[src/logic/brha_pkg.sv]
package brha_pkg;

  // ****************************************
  // Timing
  // ****************************************
  localparam int CLK_PERIOD_NS = 10;
  // Grant is dropped and re-offered a few clocks after the acknowledge moves
  localparam int GRANT_GAP_CLKS = 2;
  localparam int GAP_W = 2;
  localparam logic [GAP_W-1:0] GAP_RESET = 2'h0;
  localparam logic [GAP_W-1:0] GAP_LOAD = 2'h2;

  // ****************************************
  // Field widths
  // ****************************************
  localparam int ADDR_W = 24;
  localparam int FC_W = 3;
  localparam int SIZE_W = 2;
  localparam int DATA_W = 16;
  localparam logic [2:0] CYC_RESET = 3'h0;

  // ****************************************
  // Types
  // ****************************************
  // Access information replayed on retry and held while halted
  typedef struct packed {
    logic [ADDR_W-1:0] addr;
    logic [FC_W-1:0] fc;
    logic [SIZE_W-1:0] size;
    logic read;
  } brha_access_t;

  // Core-side request for one external bus cycle
  typedef struct packed {
    brha_access_t acc;
    logic last;
    logic rmw;
  } brha_req_t;

  typedef enum logic [2:0] {
    BUS_IDLE = 3'b000,
    BUS_RUN = 3'b001,
    BUS_RETRY = 3'b010,
    BUS_HALTED = 3'b011,
    BUS_RELEASED = 3'b100
  } brha_bus_state_t;

  typedef enum logic [1:0] {
    ARB_OWN = 2'b00,
    ARB_GRANT = 2'b01,
    ARB_EXT = 2'b10,
    ARB_GAP = 2'b11
  } brha_arb_state_t;

endpackage

[src/logic/brha_sync.sv]
`timescale 1ns/1ps
// ****************************************
// Two-stage level synchroniser, one per bit
// ****************************************
module brha_sync #(
  parameter int WIDTH = 4,
  parameter logic [WIDTH-1:0] RST_VAL = '0
) (
  input wire logic clk_i,
  input wire logic rst_n_i,
  input wire logic ce_i,
  input wire logic [WIDTH-1:0] d_i,
  output logic [WIDTH-1:0] q_o
);
  logic [WIDTH-1:0] meta;

  genvar g;
  generate
    for (g = 0; g < WIDTH; g++) begin : g_bit
      always_ff @(posedge clk_i or negedge rst_n_i) begin
        if (!rst_n_i) begin
          meta[g] <= RST_VAL[g];
          q_o[g] <= RST_VAL[g];
        end else if (ce_i) begin
          meta[g] <= d_i[g];
          q_o[g] <= meta[g];
        end
      end
    end
  endgenerate
endmodule // brha_sync

[src/logic/brha_ctrl.sv]
`timescale 1ns/1ps
// Behaviour
// [RQ1] Error plus halt during a cycle retries instead of raising an exception.
// [RQ2] Retry ends the cycle, idles controls, waits for error and halt to drop.
// [RQ3] After sync delay, rerun the cycle with the same access information.
// [RQ4] Outside logic drops error before S2 of the retried read.
// [RQ5] Locked sequence retries each cycle alone; lock stays on throughout.
// [RQ6] Request with error and halt: give up bus, retry after regaining it.
// [RQ7] Never release inside locked sequence; error plus request forces that.
// [RQ8] Halt alone stops bus activity after the size acknowledge ends.
// [RQ9] Halt on byte port stops only at operand transfer word boundaries.
// [RQ10] Halt suspends only external cycles; internal work goes on.
// [RQ11] Dropping then raising halt lets exactly one bus cycle through.
// [RQ12] Halted: data floats, controls idle driven, access outputs held.
// [RQ13] Grant still works halted; outputs float, then previous access returns.
// [RQ14] No interrupt acceptance while halted.
// [RQ15] Error during exception processing or frame reload is a double fault.
// [RQ16] Double fault halts, drives halt low, stays until reset; arbitration on.
// [RQ17] Retries and later errors are not double faults; retry without limit.
// [RQ18] Request, grant, acknowledge handshake; device has lowest priority.
// [RQ19] Accept requests anytime; grant only after operand end and lock release.
// [RQ20] Other master takes bus only on grant with acknowledge idle.
// [RQ21] Drop grant a few clocks after acknowledge moves; regrant if pending.
// [RQ22] Requests seen normally, while halted, and after double fault.
// [RQ23] Mastership ends when acknowledge drops; held request means new grant.
// [RQ24] Request and acknowledge are synchronised within two clocks.
// [RQ25] Retry starts on first edge after synced error and halt are idle.
module brha_ctrl
  import brha_pkg::*;
(
  // Clock and reset
  input wire logic MCLK_I,
  input wire logic RESET_N_I,
  input wire logic CE_I,
  // Core request side
  input wire brha_pkg::brha_req_t REQ_I,
  input wire logic REQ_VALID_I,
  output logic REQ_READY_O,
  output logic CYCLE_DONE_O,
  output logic BUS_ERROR_EXC_O,
  input wire logic EXC_PROC_I,
  input wire logic ADDR_ERROR_I,
  input wire logic IRQ_PENDING_I,
  output logic IRQ_ACCEPT_O,
  output logic DOUBLE_FAULT_O,
  output logic HALTED_O,
  // External bus pins
  output brha_pkg::brha_access_t ACC_O,
  output logic ACC_OE_N_O,
  output logic STROBE_N_O,
  output logic STROBE_OE_N_O,
  output logic DATA_OE_N_O,
  output logic RMW_LOCK_N_O,
  input wire logic DATA_SIZE_ACK_N_I,
  input wire logic BUS_ERROR_IN_N_I,
  input wire logic HALT_N_I,
  output logic HALT_N_O,
  output logic HALT_OE_N_O,
  // Arbitration pins
  input wire logic BUS_REQUEST_N_I,
  input wire logic GRANT_ACK_N_I,
  output logic BUS_GRANT_N_O
);
  import brha_pkg::*;

  // ****************************************
  // Input synchronisers
  // ****************************************
  logic [4:0] raw_in;
  logic [4:0] sync_in;
  assign raw_in = {~BUS_REQUEST_N_I, ~GRANT_ACK_N_I, ~BUS_ERROR_IN_N_I,
                   ~HALT_N_I, ~DATA_SIZE_ACK_N_I};

  brha_sync #(.WIDTH(5), .RST_VAL(5'h00)) u_sync ( // [RQ24]
    .clk_i(MCLK_I),
    .rst_n_i(RESET_N_I),
    .ce_i(CE_I),
    .d_i(raw_in),
    .q_o(sync_in)
  );

  wire req_s = sync_in[4];
  wire ack_s = sync_in[3];
  wire bus_error_in_s = sync_in[2];
  wire halt_s = sync_in[1];
  wire dsack_s = sync_in[0];

  // ****************************************
  // Bus cycle state
  // ****************************************
  brha_bus_state_t state, next_state;
  brha_req_t cur;
  logic dbl_fault;
  logic in_lock;
  logic halt_pending;
  logic grant_ok;
  logic ext_owner;
  brha_arb_state_t arb, next_arb;

  // Termination decode
  wire term_retry = bus_error_in_s & halt_s; // [RQ1]
  wire term_relq = bus_error_in_s & ~halt_s & req_s & cur.rmw; // [RQ7]
  wire term_err = bus_error_in_s & ~halt_s & ~term_relq;
  wire term_ok = dsack_s & ~bus_error_in_s;
  wire running = (state == BUS_RUN);
  // Errors in exception processing or frame reload escalate
  wire fault_evt = (running & term_err & EXC_PROC_I) |
                   (ADDR_ERROR_I & EXC_PROC_I); // [RQ15] [RQ17]
  // Halt only takes effect at an operand boundary
  wire halt_here = halt_s & cur.last; // [RQ9]
  wire grant_due = (arb == ARB_GRANT) |
                   ((arb == ARB_OWN) & req_s & ~ack_s & grant_ok); // [RQ18]
  // Stale acknowledge or error of the last cycle would end the next one early
  wire start_ok = REQ_VALID_I & ~halt_pending & ~dbl_fault & ~ext_owner &
                  ~grant_due & ~dsack_s & ~bus_error_in_s; // [RQ2]

  always_comb begin
    next_state = state;
    unique case (state)
      BUS_IDLE: begin
        if (start_ok) begin
          next_state = BUS_RUN;
        end
      end
      BUS_RUN: begin
        if (term_retry | term_relq) begin
          next_state = BUS_RETRY; // [RQ2] [RQ6]
        end else if (term_err) begin
          next_state = BUS_IDLE;
        end else if (term_ok) begin
          next_state = halt_here ? BUS_HALTED : BUS_IDLE; // [RQ8]
        end
      end
      BUS_RETRY: begin
        // Rerun only with error and halt idle and the bus ours
        if (!bus_error_in_s && !halt_s && !ext_owner && !grant_due && !dbl_fault) begin
          next_state = BUS_RUN; // [RQ3] [RQ25]
        end
      end
      BUS_HALTED: begin
        if (ext_owner) begin
          next_state = BUS_RELEASED; // [RQ13]
        end else if (!halt_s && !dbl_fault) begin
          next_state = BUS_IDLE; // [RQ11]
        end
      end
      BUS_RELEASED: begin
        if (!ext_owner) begin
          next_state = BUS_HALTED;
        end
      end
      default: next_state = BUS_IDLE;
    endcase
    if (fault_evt) begin
      next_state = BUS_HALTED; // [RQ16]
    end
  end

  assign REQ_READY_O = (state == BUS_IDLE) & start_ok;
  assign halt_pending = halt_s & ~in_lock & cur.last; // [RQ9]

  always_ff @(posedge MCLK_I or negedge RESET_N_I) begin
    if (!RESET_N_I) begin
      state <= BUS_IDLE;
      cur <= '{acc: '0, last: 1'b1, rmw: 1'b0};
      dbl_fault <= 1'b0;
    end else if (CE_I) begin
      state <= next_state;
      // Access info is held unchanged across retry and halt
      if (REQ_READY_O) begin
        cur <= REQ_I; // [RQ3] [RQ12]
      end else if (running && term_err) begin
        cur.last <= 1'b1;
      end
      if (fault_evt) begin
        dbl_fault <= 1'b1; // [RQ16]
      end
    end
  end

  // Lock stays set through every error-and-halt retry of a locked sequence; error plus request clears it
  always_ff @(posedge MCLK_I or negedge RESET_N_I) begin
    if (!RESET_N_I) begin
      in_lock <= 1'b0;
    end else if (CE_I) begin
      if (REQ_READY_O) begin
        in_lock <= REQ_I.rmw; // [RQ5]
      end else if (running && term_ok && cur.last) begin
        in_lock <= 1'b0;
      end else if (term_relq && running) begin
        in_lock <= 1'b0; // [RQ7]
      end
    end
  end

  // ****************************************
  // Core-side results
  // ****************************************
  always_ff @(posedge MCLK_I or negedge RESET_N_I) begin
    if (!RESET_N_I) begin
      CYCLE_DONE_O <= 1'b0;
      BUS_ERROR_EXC_O <= 1'b0;
    end else if (CE_I) begin
      CYCLE_DONE_O <= running & term_ok;
      BUS_ERROR_EXC_O <= running & term_err & ~EXC_PROC_I; // [RQ1]
    end
  end

  wire halted_now = (state == BUS_HALTED) | (state == BUS_RELEASED) |
                    dbl_fault | (halt_s & ~running);
  assign HALTED_O = halted_now; // [RQ10]
  assign IRQ_ACCEPT_O = IRQ_PENDING_I & ~halted_now; // [RQ14]
  assign DOUBLE_FAULT_O = dbl_fault;

  // ****************************************
  // Arbiter
  // ****************************************
  logic [GAP_W-1:0] gap_cnt;

  // Grant only between operands and outside a locked sequence
  assign grant_ok = ~in_lock & cur.last & (state != BUS_RUN); // [RQ19] [RQ7]
  assign ext_owner = (arb == ARB_EXT) | (arb == ARB_GAP) | ack_s;

  always_comb begin
    next_arb = arb;
    unique case (arb)
      ARB_OWN: begin
        if (req_s && !ack_s && grant_ok) begin
          next_arb = ARB_GRANT; // [RQ18] [RQ22]
        end
      end
      ARB_GRANT: begin
        if (ack_s) begin
          next_arb = ARB_GAP; // [RQ20] [RQ21]
        end else if (!req_s) begin
          next_arb = ARB_OWN; // Request withdrawn before takeover
        end
      end
      ARB_GAP: begin
        if (gap_cnt == GAP_RESET) begin
          next_arb = ARB_EXT;
        end
      end
      ARB_EXT: begin
        if (req_s) begin
          next_arb = ARB_GRANT; // [RQ23]
        end else if (!ack_s) begin
          next_arb = ARB_OWN; // [RQ23]
        end
      end
    endcase
  end

  always_ff @(posedge MCLK_I or negedge RESET_N_I) begin
    if (!RESET_N_I) begin
      arb <= ARB_OWN;
      gap_cnt <= GAP_RESET;
    end else if (CE_I) begin
      arb <= next_arb;
      if (arb == ARB_GRANT && ack_s) begin
        gap_cnt <= GAP_LOAD;
      end else if (gap_cnt != GAP_RESET) begin
        gap_cnt <= gap_cnt - 2'h1;
      end
    end
  end

  always_ff @(posedge MCLK_I or negedge RESET_N_I) begin
    if (!RESET_N_I) begin
      BUS_GRANT_N_O <= 1'b1;
    end else if (CE_I) begin
      BUS_GRANT_N_O <= ~(next_arb == ARB_GRANT); // [RQ21]
    end
  end

  // ****************************************
  // Pin drive
  // ****************************************
  wire floated = ext_owner | (arb == ARB_GRANT & ack_s);
  wire brha_access_t out_acc = REQ_READY_O ? REQ_I.acc : cur.acc; // [RQ3]
  always_ff @(posedge MCLK_I or negedge RESET_N_I) begin
    if (!RESET_N_I) begin
      ACC_O <= '0;
      ACC_OE_N_O <= 1'b0;
      STROBE_N_O <= 1'b1;
      STROBE_OE_N_O <= 1'b0;
      DATA_OE_N_O <= 1'b1;
      RMW_LOCK_N_O <= 1'b1;
      HALT_N_O <= 1'b1;
      HALT_OE_N_O <= 1'b1;
    end else if (CE_I) begin
      ACC_O <= out_acc;
      ACC_OE_N_O <= floated; // [RQ13]
      STROBE_OE_N_O <= floated; // [RQ12]
      STROBE_N_O <= ~(next_state == BUS_RUN); // [RQ2] [RQ12]
      DATA_OE_N_O <= ~(next_state == BUS_RUN && !out_acc.read);
      RMW_LOCK_N_O <= ~in_lock | floated; // [RQ5]
      HALT_N_O <= 1'b0;
      HALT_OE_N_O <= ~dbl_fault; // [RQ16]
    end
  end

  // ****************************************
  // Assertions
  // ****************************************
  property p_retry_no_exc;
    @(posedge MCLK_I) disable iff (!RESET_N_I)
      (CE_I && running && term_retry) |=> !BUS_ERROR_EXC_O;
  endproperty
  a_retry_no_exc: assert property (p_retry_no_exc) // [RQ1]
    else $error("retry raised a bus error exception");

  property p_retry_waits;
    @(posedge MCLK_I) disable iff (!RESET_N_I)
      (state == BUS_RETRY && (bus_error_in_s || halt_s)) |=> (state != BUS_RUN);
  endproperty
  a_retry_waits: assert property (p_retry_waits) // [RQ2]
    else $error("cycle restarted while error or halt active");

  property p_retry_same;
    @(posedge MCLK_I) disable iff (!RESET_N_I)
      (state == BUS_RETRY) |=> $stable(cur);
  endproperty
  a_retry_same: assert property (p_retry_same) // [RQ3]
    else $error("access information changed during retry");

  property p_retry_start;
    @(posedge MCLK_I) disable iff (!RESET_N_I)
      (CE_I && state == BUS_RETRY && !bus_error_in_s && !halt_s && !ext_owner &&
       !grant_due && !dbl_fault && !fault_evt) |=> (state == BUS_RUN);
  endproperty
  a_retry_start: assert property (p_retry_start) // [RQ25]
    else $error("retry did not start on first clear edge");

  property p_no_grant_locked;
    @(posedge MCLK_I) disable iff (!RESET_N_I)
      (in_lock || running) |-> ##1 (arb != ARB_GRANT || $past(arb) == ARB_GRANT
                                   || $past(arb) == ARB_EXT);
  endproperty
  a_no_grant_locked: assert property (p_no_grant_locked) // [RQ19]
    else $error("grant issued inside lock or cycle");

  property p_dbl_hold;
    @(posedge MCLK_I) disable iff (!RESET_N_I)
      dbl_fault |=> (dbl_fault && !HALT_OE_N_O && !HALT_N_O);
  endproperty
  a_dbl_hold: assert property (p_dbl_hold) // [RQ16]
    else $error("double fault not held with halt driven low");

  property p_no_irq_halted;
    @(posedge MCLK_I) disable iff (!RESET_N_I)
      halted_now |-> !IRQ_ACCEPT_O;
  endproperty
  a_no_irq_halted: assert property (p_no_irq_halted) // [RQ14]
    else $error("interrupt accepted while halted");

  property p_float_ext;
    @(posedge MCLK_I) disable iff (!RESET_N_I)
      (CE_I && arb == ARB_EXT) |=> ACC_OE_N_O;
  endproperty
  a_float_ext: assert property (p_float_ext) // [RQ13]
    else $error("address driven while bus granted away");

  c_retry: cover property (@(posedge MCLK_I) state == BUS_RETRY ##1
                           state == BUS_RUN);
  c_halt: cover property (@(posedge MCLK_I) state == BUS_HALTED);
  c_grant: cover property (@(posedge MCLK_I) arb == ARB_GRANT ##1
                           arb == ARB_GAP);
  c_dbl: cover property (@(posedge MCLK_I) $rose(dbl_fault));

endmodule // brha_ctrl

[config.mk]
export PLATFORM = sky130hd
export DESIGN_NAME = brha_ctrl
export DESIGN_NICKNAME = d
export VERILOG_FILES = /design/src/logic/brha_pkg.sv /design/src/logic/brha_sync.sv /design/src/logic/brha_ctrl.sv
export SDC_FILE = /design/constraint.sdc
export NUM_CORES = 1
export LEC_CHECK = 0
export BUFFER_PORTS_ARGS = -buffer_cell sky130_fd_sc_hd__buf_2
export CAP_MARGIN = 30
export CORE_ASPECT_RATIO = 1.1
export CORE_MARGIN = 2
export CORE_UTILIZATION = 50
export CTS_CLUSTER_SIZE = 8
export DETAILED_ROUTE_END_ITERATION = 7
export PLACE_DENSITY = 0.87
export SLEW_MARGIN = 40
export SYNTH_ARGS = -nofsm -noshare
export SYNTH_HDL_FRONTEND = slang
export SYNTH_HIERARCHICAL = 1
export SYNTH_SLANG_ARGS = --single-unit
[constraint.sdc]
create_clock -name MCLK_I -period 2.28 [get_ports MCLK_I]
set_input_delay 0.228 -clock MCLK_I [delete_from_list [all_inputs] [get_ports MCLK_I]]
set_output_delay 0.228 -clock MCLK_I [all_outputs]
set_load 0.02 [all_outputs]
==> impl_metrics.yaml, run 1 <==
global_route:
  grt_pass1_vias: 1997
  grt_pass1_wl_um: 9410
  overflow: 0
  grt_max_degree: 33
  antenna_found_initial: 0
  grtUsageTotal_pct: 18.0
place:
  hpwl_um: 4330
  portBuffers: 87
  gp_congestion: 0.939
timing:
  hold_slack_ns: 0.107
  fin_skew_ns: 0.00606
  rsz0062_at_grt: "no"
  maxSlewHeadroom_pct: 54.4
  tightest_slew_ns: 0.685
  slew_viol_final: 0
  hold_viol: 0
  period_share_pct: 94.9
  fmaxAchievable_mhz: 462
  final.setup.tns_ns: 0
  final.min_clock_period_ns: 2.16
  finalSetupViolCount: 0
final_layout:
  syn_to_final_growth_pct: 16.2
  num_antenna_cells: 0
  drive_gt1_share_pct: 52.8
  layout.nets: 360
die:
  start_util_pct: 50.9
  rows: 30
  dieArea_um2: 6880
  io_pins: 88
  chipHeight_um: 86.8
  coreArea_um2: 6120
  die_w_um: 79.3
detailed_routing:
  vias: 2008
  wirelength_um: 5800
  remaining_drc_errors: 0
  drtIter0Drc: 138
  wl_per_cell_um: 14.5
  ant_nets: 0
  firstDrtPassIters: 4
  vias_per_cell: 5.02
worst_setup_path:
  cp_max_fo: 5
  cp-end-kind: "primary output"
  crit_type: "flip-flop to primary output"
  critPathTopFamily: "simple AND/OR/NAND/NOR gates"
  reg2reg_slack_ns: 0.14
  crit_path_start_kind: "flip-flop"
  crit_arrival_ns: 1.94
  required_ns: 2.05
  slowest_delay_ns: 0.55
  crit_buf_inv: 2
  path_cells: "or4_4 -> a211oi_4 -> nand2_4 -> inv_6 -> buf_2"
  critPathSlowestCell: "or4_4"
run_status:
  status: "finished clean"
logic_synthesis:
  syn_avg_cell_area_um2: 12.5
  syn-num-nets: 294
  ys.flop_type: "dfrtp_1"
  synthCells: 249
  synth_area_leaders: "dfrtp_1, mux2_4, buf_4"
  ys_ff_latch: 60
  synth_top_area_share_pct: 42.6
  yosysSeqAreaShare_pct: 48.5
  synth_edf_count: 0
  synth_cell_types: 48
  yosys.area.top_type: "dfrtp_1"
  yosys_warnings: 6
  synthesis.area_um2: 3120
  async_flop_share_pct: 100
clock_tree:
  cts_root_buf: "clkbuf_8"
  cts_inserted_buffers: 9
  cts_sinks: 60
  htree_levels: 3
  clk_path_buf_depth: 2
  cts.clk_slew.worst_paths_ns: 0.06
  ctsResizeCount: 0
  cts_tree: "yes"
  cts_hold_buf: 1
  clk_latency_ns: 0.33
  post_cts.repair.setup_buffers: 0
pwr:
  powerDensity_nw_per_um2: 850
  intPower_w: 0.00223
  p_leak_nw: 1.96
  swShare_pct: 27.6
  clkPwrFrac_pct: 35.9
  power_w: 0.00308
  p_sw_w: 0.000849
  vdd_drop_max_mv: 0.414
  power_frac_comb_pct: 22.0
  seqPwrFrac_pct: 42.1
hold_path:
  worstHoldPathType: "input port to flip-flop"
job:
  maxCapViolCount: 0
==> per-layer routing <==
metal / vias up / share of wire (%) / track usage (%)
li1: 966 / - / -
met5: - / 0 / 0
met2: 68 / 48 / 28.8
met1: 966 / 43 / 22.5
met4: 0 / 1.8 / 10.0
met3: 8 / 7.1 / 4.27
==> registers in the layout, summed over array words and instances (netlist names) <==
| signal | cells |
|---|---|
| RMW_LOCK_N_O | 1 |
| state | 3 |
| u_sync/meta | 5 |
| in_lock | 1 |
| BUS_ERROR_EXC_O | 1 |
| gap_cnt | 2 |
| DOUBLE_FAULT_O | 1 |
| u_sync/q_o | 5 |
| BUS_GRANT_N_O | 1 |
| STROBE_N_O | 1 |
| HALT_N_O | 1 |
| ACC_O | 30 |
| STROBE_OE_N_O | 1 |
| arb | 2 |
| DATA_OE_N_O | 1 |
| cur | 2 |
| HALT_OE_N_O | 1 |
| CYCLE_DONE_O | 1 |
==> layout make-up <==
cell class | count | area [µm²]
fillers | 508 | 2500
clock buffers | 12 | 165
flip-flops and latches | 60 | 1510
repair buffers | 98 | 520
multi-input cells | 131 | 1190
inverters | 15 | 61.3
clock inverters | 4 | 70.1
well taps | 80 | 100
==> power groups by stage <==
stage | sequential, W | combinational [W] | clock, W
after floorplan | 0.00132 | 0.000488 | 0
after global placement | 0.00130 | 0.000654 | 0
after detailed placement | 0.00131 | 0.000679 | 0
after CTS | 0.00129 | 0.000682 | 0.00113
after global routing | 0.00131 | 0.000754 | 0.00118
final | 0.00129 | 0.000677 | 0.00111
==> stage by stage <==
stage          std cells  utilization, %  setup WS (ns)  area, µm²
4_1_cts              400            59.2         0.0877       3620
2_1_floorplan        249               -          0.133       3120
3_5_place_dp         383            55.2          0.132       3380
3_3_place_gp         383            55.2          0.183       3380
6_report             400            59.2          0.116       3620
5_1_grt              400            59.2         0.0360       3620
==> worst paths after layout <==
check / startpoint / to / cells past startpoint
min in group asynchronous: RESET_N_I / ACC_O[16] / 2
setup reg to reg: arb[1] / ACC_O[7] / 6
hold / removal: EXC_PROC_I / BUS_ERROR_EXC_O / 2
max in group asynchronous: RESET_N_I / cur[1] / 3
setup / recovery: arb[1] / REQ_READY_O / 5
hold reg to reg: HALT_N_O / HALT_N_O / 1
==> logic make-up (layout without fill, tap and decap cells) <==
group                      after synthesis  after routing  share of synthesized area, %
AOI/OAI and AO/OA                       38             38                          8.51
adders and majority gates                1              1                         0.401
muxes                                   43             43                          20.2
DFF                                     60             60                          48.5
buffers and inverters                   58            129                          13.2
and+or+nand+nor                         49             49                          9.19
==> cell usage in the layout, fill, tap and decap left out, types with 3 or more instances in the layout <==
cell      count
a21oi_1       9
a31oi_1       5
buf_2        87
buf_4        10
clkbuf_8     12
dfrtp_1      53
dfstp_2       7
inv_1        13
mux2_2        3
mux2_4       39
nand2_1      11
nand3_1       5
nand3b_1      5
nor2_1       10
nor2b_1       3
o21ai_0       8
==> cell usage after synthesis, types with 2 or more instances <==
cell type   n
buf_6       3
a41oi_1     2
dfstp_2     7
o22a_1      2
a31oi_1     5
nor2_1     10
buf_2       2
dfrtp_1    53
nand3_1     5
nor2b_1     3
nor3_1      2
o21ai_0     8
a21oi_1     9
buf_12      3
nand3b_1    5
nand2_1    11
mux2_2      3
nand2b_1    2
inv_1      13
a211oi_1    2
buf_4      31
clkbuf_1    4
mux2_4     39
(Power assumes the default switching activity.)
==> run 2, diff against run 1 <==
Settings changed: RECOVER_POWER from default to 50, SLEW_MARGIN 40 to 10.
==> run 2 against run 1 <==
Compared with the run above:
- the flow now finishes with violations (capacitance limit, slew limit)
- setup slack improved by 0.00083 ns
- via count increased by 0.20%
- register-to-register slack about the same
- sequential share of layout area increased by 1.0 points
- critical path type unchanged
- largest power group unchanged
==> impl_metrics.yaml, run 2 (synthesis gave the netlist of run 1 again) <==
global_route:
  antenna_found_initial: 0
  grt_max_degree: 33
  grtUsageTotal_pct: 18.0
  overflow: 0
  grt_pass1_wl_um: 9410
  grt_pass1_vias: 1997
worst_setup_path:
  crit_path_start_kind: "flip-flop"
  cp_max_fo: 5
  crit_arrival_ns: 1.94
  crit_type: "flip-flop to primary output"
  required_ns: 2.05
  path_cells: "or4_4 -> a211oi_4 -> nand2_4 -> inv_6 -> buf_2"
  crit_buf_inv: 2
  critPathTopFamily: "simple AND/OR/NAND/NOR gates"
  cp-end-kind: "primary output"
  slowest_delay_ns: 0.55
  critPathSlowestCell: "or4_4"
timing:
  fin_ws_ns: 0.117
  hold_viol: 0
  final.setup.tns_ns: 0
  period_share_pct: 94.9
  finalSetupViolCount: 0
  final.min_clock_period_ns: 2.16
  tightest_slew_ns: 1.64
  fmaxAchievable_mhz: 462
  rsz0062_at_grt: "no"
  maxSlewHeadroom_pct: -9.06
  fin_skew_ns: 0.00588
  slew_viol_final: 31
  hold_slack_ns: 0.109
die:
  rows: 30
  chipHeight_um: 86.8
  start_util_pct: 50.9
  io_pins: 88
  coreArea_um2: 6120
  die_w_um: 79.3
  dieArea_um2: 6880
detailed_routing:
  ant_nets: 0
  firstDrtPassIters: 4
  wl_per_cell_um: 14.6
  drtIter0Drc: 130
  vias_per_cell: 5.03
  vias: 2012
  remaining_drc_errors: 0
  wirelength_um: 5850
clock_tree:
  cts_sinks: 60
  cts_inserted_buffers: 9
  clk_latency_ns: 0.33
  cts_tree: "yes"
  cts.clk_slew.worst_paths_ns: 0.06
  clk_path_buf_depth: 2
  cts_root_buf: "clkbuf_8"
  htree_levels: 3
final_layout:
  largest-register: "ACC_O"
  utilization_pct: 57.8
  num_antenna_cells: 0
  layout_common_cells: "dfrtp_1, buf_2, clkbuf_1, mux2_4, inv_1"
  n_fill_cell: 546
  layout.nets: 360
  largest_reg_flops: 30
  reg_top3: "ACC_O x30, u_sync/meta x5, u_sync/q_o x5"
  drive_gt1_share_pct: 38.1
  final_common_cell: "dfrtp_1"
  syn_to_final_growth_pct: 13.4
place:
  hpwl_um: 4330
  place_ws_ns: 0.132
  portBuffers: 87
  gp_congestion: 0.939
run_status:
  status: "finished, violations left"
  violations: "capacitance limit, slew limit"
pwr:
  powerDensity_nw_per_um2: 860
  vdd_drop_max_mv: 0.408
  p_leak_nw: 1.77
hold_path:
  worstHoldPathType: "input port to flip-flop"
job:
  maxCapViolCount: 1
## run 2: final timing paths
check,startpoint,end,slack (ns),cells after the start
max,arb[1],REQ_READY_O,0.12,5
max in group asynchronous,RESET_N_I,cur[1],0.36,3
max reg2reg,arb[1],ACC_O[7],0.14,6
min in group asynchronous,RESET_N_I,ACC_O[17],0.85,2
min,EXC_PROC_I,BUS_ERROR_EXC_O,0.11,2
min reg2reg,u_sync/meta[0],u_sync/meta[0],0.49,1
## run 2: timing repair
action,4_1_cts,5_1_grt
hold endpoints to repair,23,0
setup endpoints to repair,0,0
buffers inserted,0,0
gates resized for setup,0,0
hold buffers,1,0
## run 2: worst reg2reg max path: cells and delay by family, from the launching register on
kind                   cells  cell delay [ns]
AND/OR/NAND/NOR            3             0.86
multiplexers               1             0.40
flip-flops                 1             0.38
AO/OA/AOI/OAI              1             0.30
buffers and inverters      1             0.09
## run 2: metrics by stage
| stage | instance area [µm²] | power (W) | cells |
|---|---|---|---|
| after floorplan | 3120 | 0.00181 | 249 |
| after global placement | 3380 | 0.00196 | 383 |
| after detailed placement | 3380 | 0.00199 | 383 |
| after CTS | 3620 | 0.00311 | 400 |
| after global routing | 3530 | 0.00321 | 400 |
| final | 3530 | 0.00304 | 400 |
## run 2: power breakdown
part           switching, W  internal (W)  total, W
clock              0.000402      0.000701   0.00110
combinational      0.000350      0.000292  0.000642
sequential        0.0000941       0.00120   0.00129
total              0.000846       0.00219   0.00304
## run 2: area by class of cell
cell class	count	area, µm²	share of cell area [%]
clock buffers	12	165	4.67
clock inverters	4	70.1	1.98
inverters	15	61.3	1.73
well taps	80	100	2.83
repair buffers	98	468	13.2
multi-input cells	131	1160	32.8
flip-flops and latches	60	1510	42.7
## run 2: layer usage
layer / part of all wire [%] / wire (µm) / track usage, %
met5: 0 / 0 / 0
met4: 1.7 / 102 / 10.0
met3: 7.6 / 444 / 4.27
met2: 47 / 2780 / 28.8
met1: 43 / 2530 / 22.5
==> run 3, diff against run 2 <==
Clock period 2.28 ns to 2.7 ns, I/O delays scaled along.
==> run 3 against run 2 <==
Compared with the run above:
- the run still ends with capacitance limit, slew limit left
- sequential power decreased by 12%
- critical path depth unchanged
- global-route usage is 0.16 points lower
- cell count shrank 1.8%
- largest cell class unchanged
- register-to-register slack improved by 0.24 ns
- sequential share of layout area increased by 0.46 points
- setup slack better by 0.25 ns
- highest routed layer unchanged
==> impl_metrics.yaml, run 3 (synthesis gave the netlist of run 1 again) <==
clock_tree:
  htree_levels: 3
  ctsResizeCount: 0
  cts_hold_buf: 1
  cts_root_buf: "clkbuf_8"
  cts_tree: "yes"
  cts_inserted_buffers: 9
  clk_path_buf_depth: 2
  cts.clk_slew.worst_paths_ns: 0.06
  cts_sinks: 60
  clk_latency_ns: 0.33
  post_cts.repair.setup_buffers: 0
final_layout:
  final_common_cell: "dfrtp_1"
  final_area_um2: 3500
  drive_gt1_share_pct: 36.4
  reg_top3: "ACC_O x30, u_sync/meta x5, u_sync/q_o x5"
  layout_common_cells: "dfrtp_1, buf_2, clkbuf_1, mux2_4, inv_1"
  num_antenna_cells: 0
  layout.nets: 353
  n_fill_cell: 537
  largest-register: "ACC_O"
  largest_reg_flops: 30
  syn_to_final_growth_pct: 12.2
detailed_routing:
  ant_nets: 0
  wirelength_um: 5790
  vias: 1974
  vias_per_cell: 5.02
  remaining_drc_errors: 0
  wl_per_cell_um: 14.7
  firstDrtPassIters: 4
  drtIter0Drc: 87
worst_setup_path:
  crit_type: "flip-flop to primary output"
  rr_worst_depth: 6
  crit_buf_inv: 2
  reg2reg_to: "ACC_O[7]"
  cp-end-kind: "primary output"
  critPathTopFamily: "simple AND/OR/NAND/NOR gates"
  rr_startpoint: "arb[1]"
  crit_arrival_ns: 2.07
  cp_max_fo: 10
  reg2reg_slack_ns: 0.38
  required_ns: 2.43
  crit_path_start_kind: "flip-flop"
  critPathSlowestCell: "or4_4"
  path_cells: "or4_4 -> a211oi_4 -> nand2_4 -> inv_6 -> buf_2"
  slowest_delay_ns: 0.59
run_status:
  status: "finished, violations left"
  violations: "capacitance limit, slew limit"
pwr:
  clkPwrFrac_pct: 38.1
  powerDensity_nw_per_um2: 739
  swShare_pct: 26.9
  power_frac_comb_pct: 17.9
  p_sw_w: 0.000695
  vdd_drop_max_mv: 0.304
  seqPwrFrac_pct: 44.0
  intPower_w: 0.00189
  p_leak_nw: 1.74
timing:
  fin_ws_ns: 0.364
  hold_viol: 0
  fin_skew_ns: 0.00850
  final.setup.tns_ns: 0
  maxSlewHeadroom_pct: -0.379
  final.min_clock_period_ns: 2.34
  finalSetupViolCount: 0
  period_share_pct: 86.5
  fmaxAchievable_mhz: 428
  slew_viol_final: 30
  tightest_slew_ns: 1.51
  rsz0062_at_grt: "no"
global_route:
  grt_pass1_wl_um: 9400
  grt_max_degree: 33
  overflow: 0
  grtUsageTotal_pct: 17.9
  antenna_found_initial: 0
  grt_pass1_vias: 1947
hold_path:
  min_delay_worst_endpoint: "BUS_ERROR_EXC_O"
  holdCritStartpoint: "EXC_PROC_I"
  worstHoldPathType: "input port to flip-flop"
  holdPathStages: 2
place:
  hpwl_um: 4380
  portBuffers: 87
  gp_congestion: 0.866
  place_ws_ns: 0.433
  placed_cell_area_um2: 3320
die:
  dieArea_um2: 6880
  start_util_pct: 50.9
  die_w_um: 79.3
  chipHeight_um: 86.8
  io_pins: 88
  coreArea_um2: 6120
  rows: 30
job:
  maxCapViolCount: 1
==> run 3: cell count changes in the layout (fill, tap and decap cells not counted), sizes merged <==
cell / change
buf: -7
bufinv: +1
clkinv: -1
==> run 3: power groups by stage <==
stage	combinational, W	clock (W)	sequential, W
final	0.000462	0.000985	0.00114
after floorplan	0.000412	0	0.00111
after detailed placement	0.000489	0	0.00115
after global placement	0.000465	0	0.00114
after CTS	0.000492	0.00101	0.00113
after global routing	0.000517	0.00106	0.00115
==> run 3: worst max-delay path by stage <==
stage	from	cells past startpoint	to	slack [ns]
after floorplan	arb[1]	8	ACC_O[10]	0.55
after global placement	arb[1]	6	ACC_O[29]	0.49
after detailed placement	arb[1]	6	ACC_O[14]	0.43
after CTS	arb[1]	5	REQ_READY_O	0.35
after global routing	RESET_N_I	3	DOUBLE_FAULT_O	0.15
final	arb[1]	5	REQ_READY_O	0.36
==> run 3: cell type report <==
class / count / area (µm²) / share of cell area [%]
clock inverters: 4 / 95.1 / 2.72
well taps: 80 / 100 / 2.86
inverters: 15 / 61.3 / 1.75
multi-input cells: 131 / 1160 / 33.2
clock buffers: 12 / 155 / 4.44
flip-flops and latches: 60 / 1510 / 43.2
repair buffers: 91 / 415 / 11.9
==> run 3: stage by stage <==
step / utilization (%) / cells / hold WS [ns] / total power [W]
floorplan: - / 249 / -0.0256 / 0.00153
global placement: 54.3 / 376 / 0.318 / 0.00160
detailed placement: 54.3 / 376 / 0.328 / 0.00164
CTS: 58.6 / 393 / 0.141 / 0.00263
global route: 57.2 / 393 / 0.145 / 0.00273
finish: 57.2 / 393 / 0.151 / 0.00258
==> run 3: metal layers <==
metal / vias up / GRT usage [%] / part of all wire, %
li1: 946 / - / -
met1: 952 / 21.6 / 43
met2: 70 / 30.3 / 49
met3: 6 / 4.58 / 6.7
met4: 0 / 7.52 / 1.1
met5: - / 0 / 0
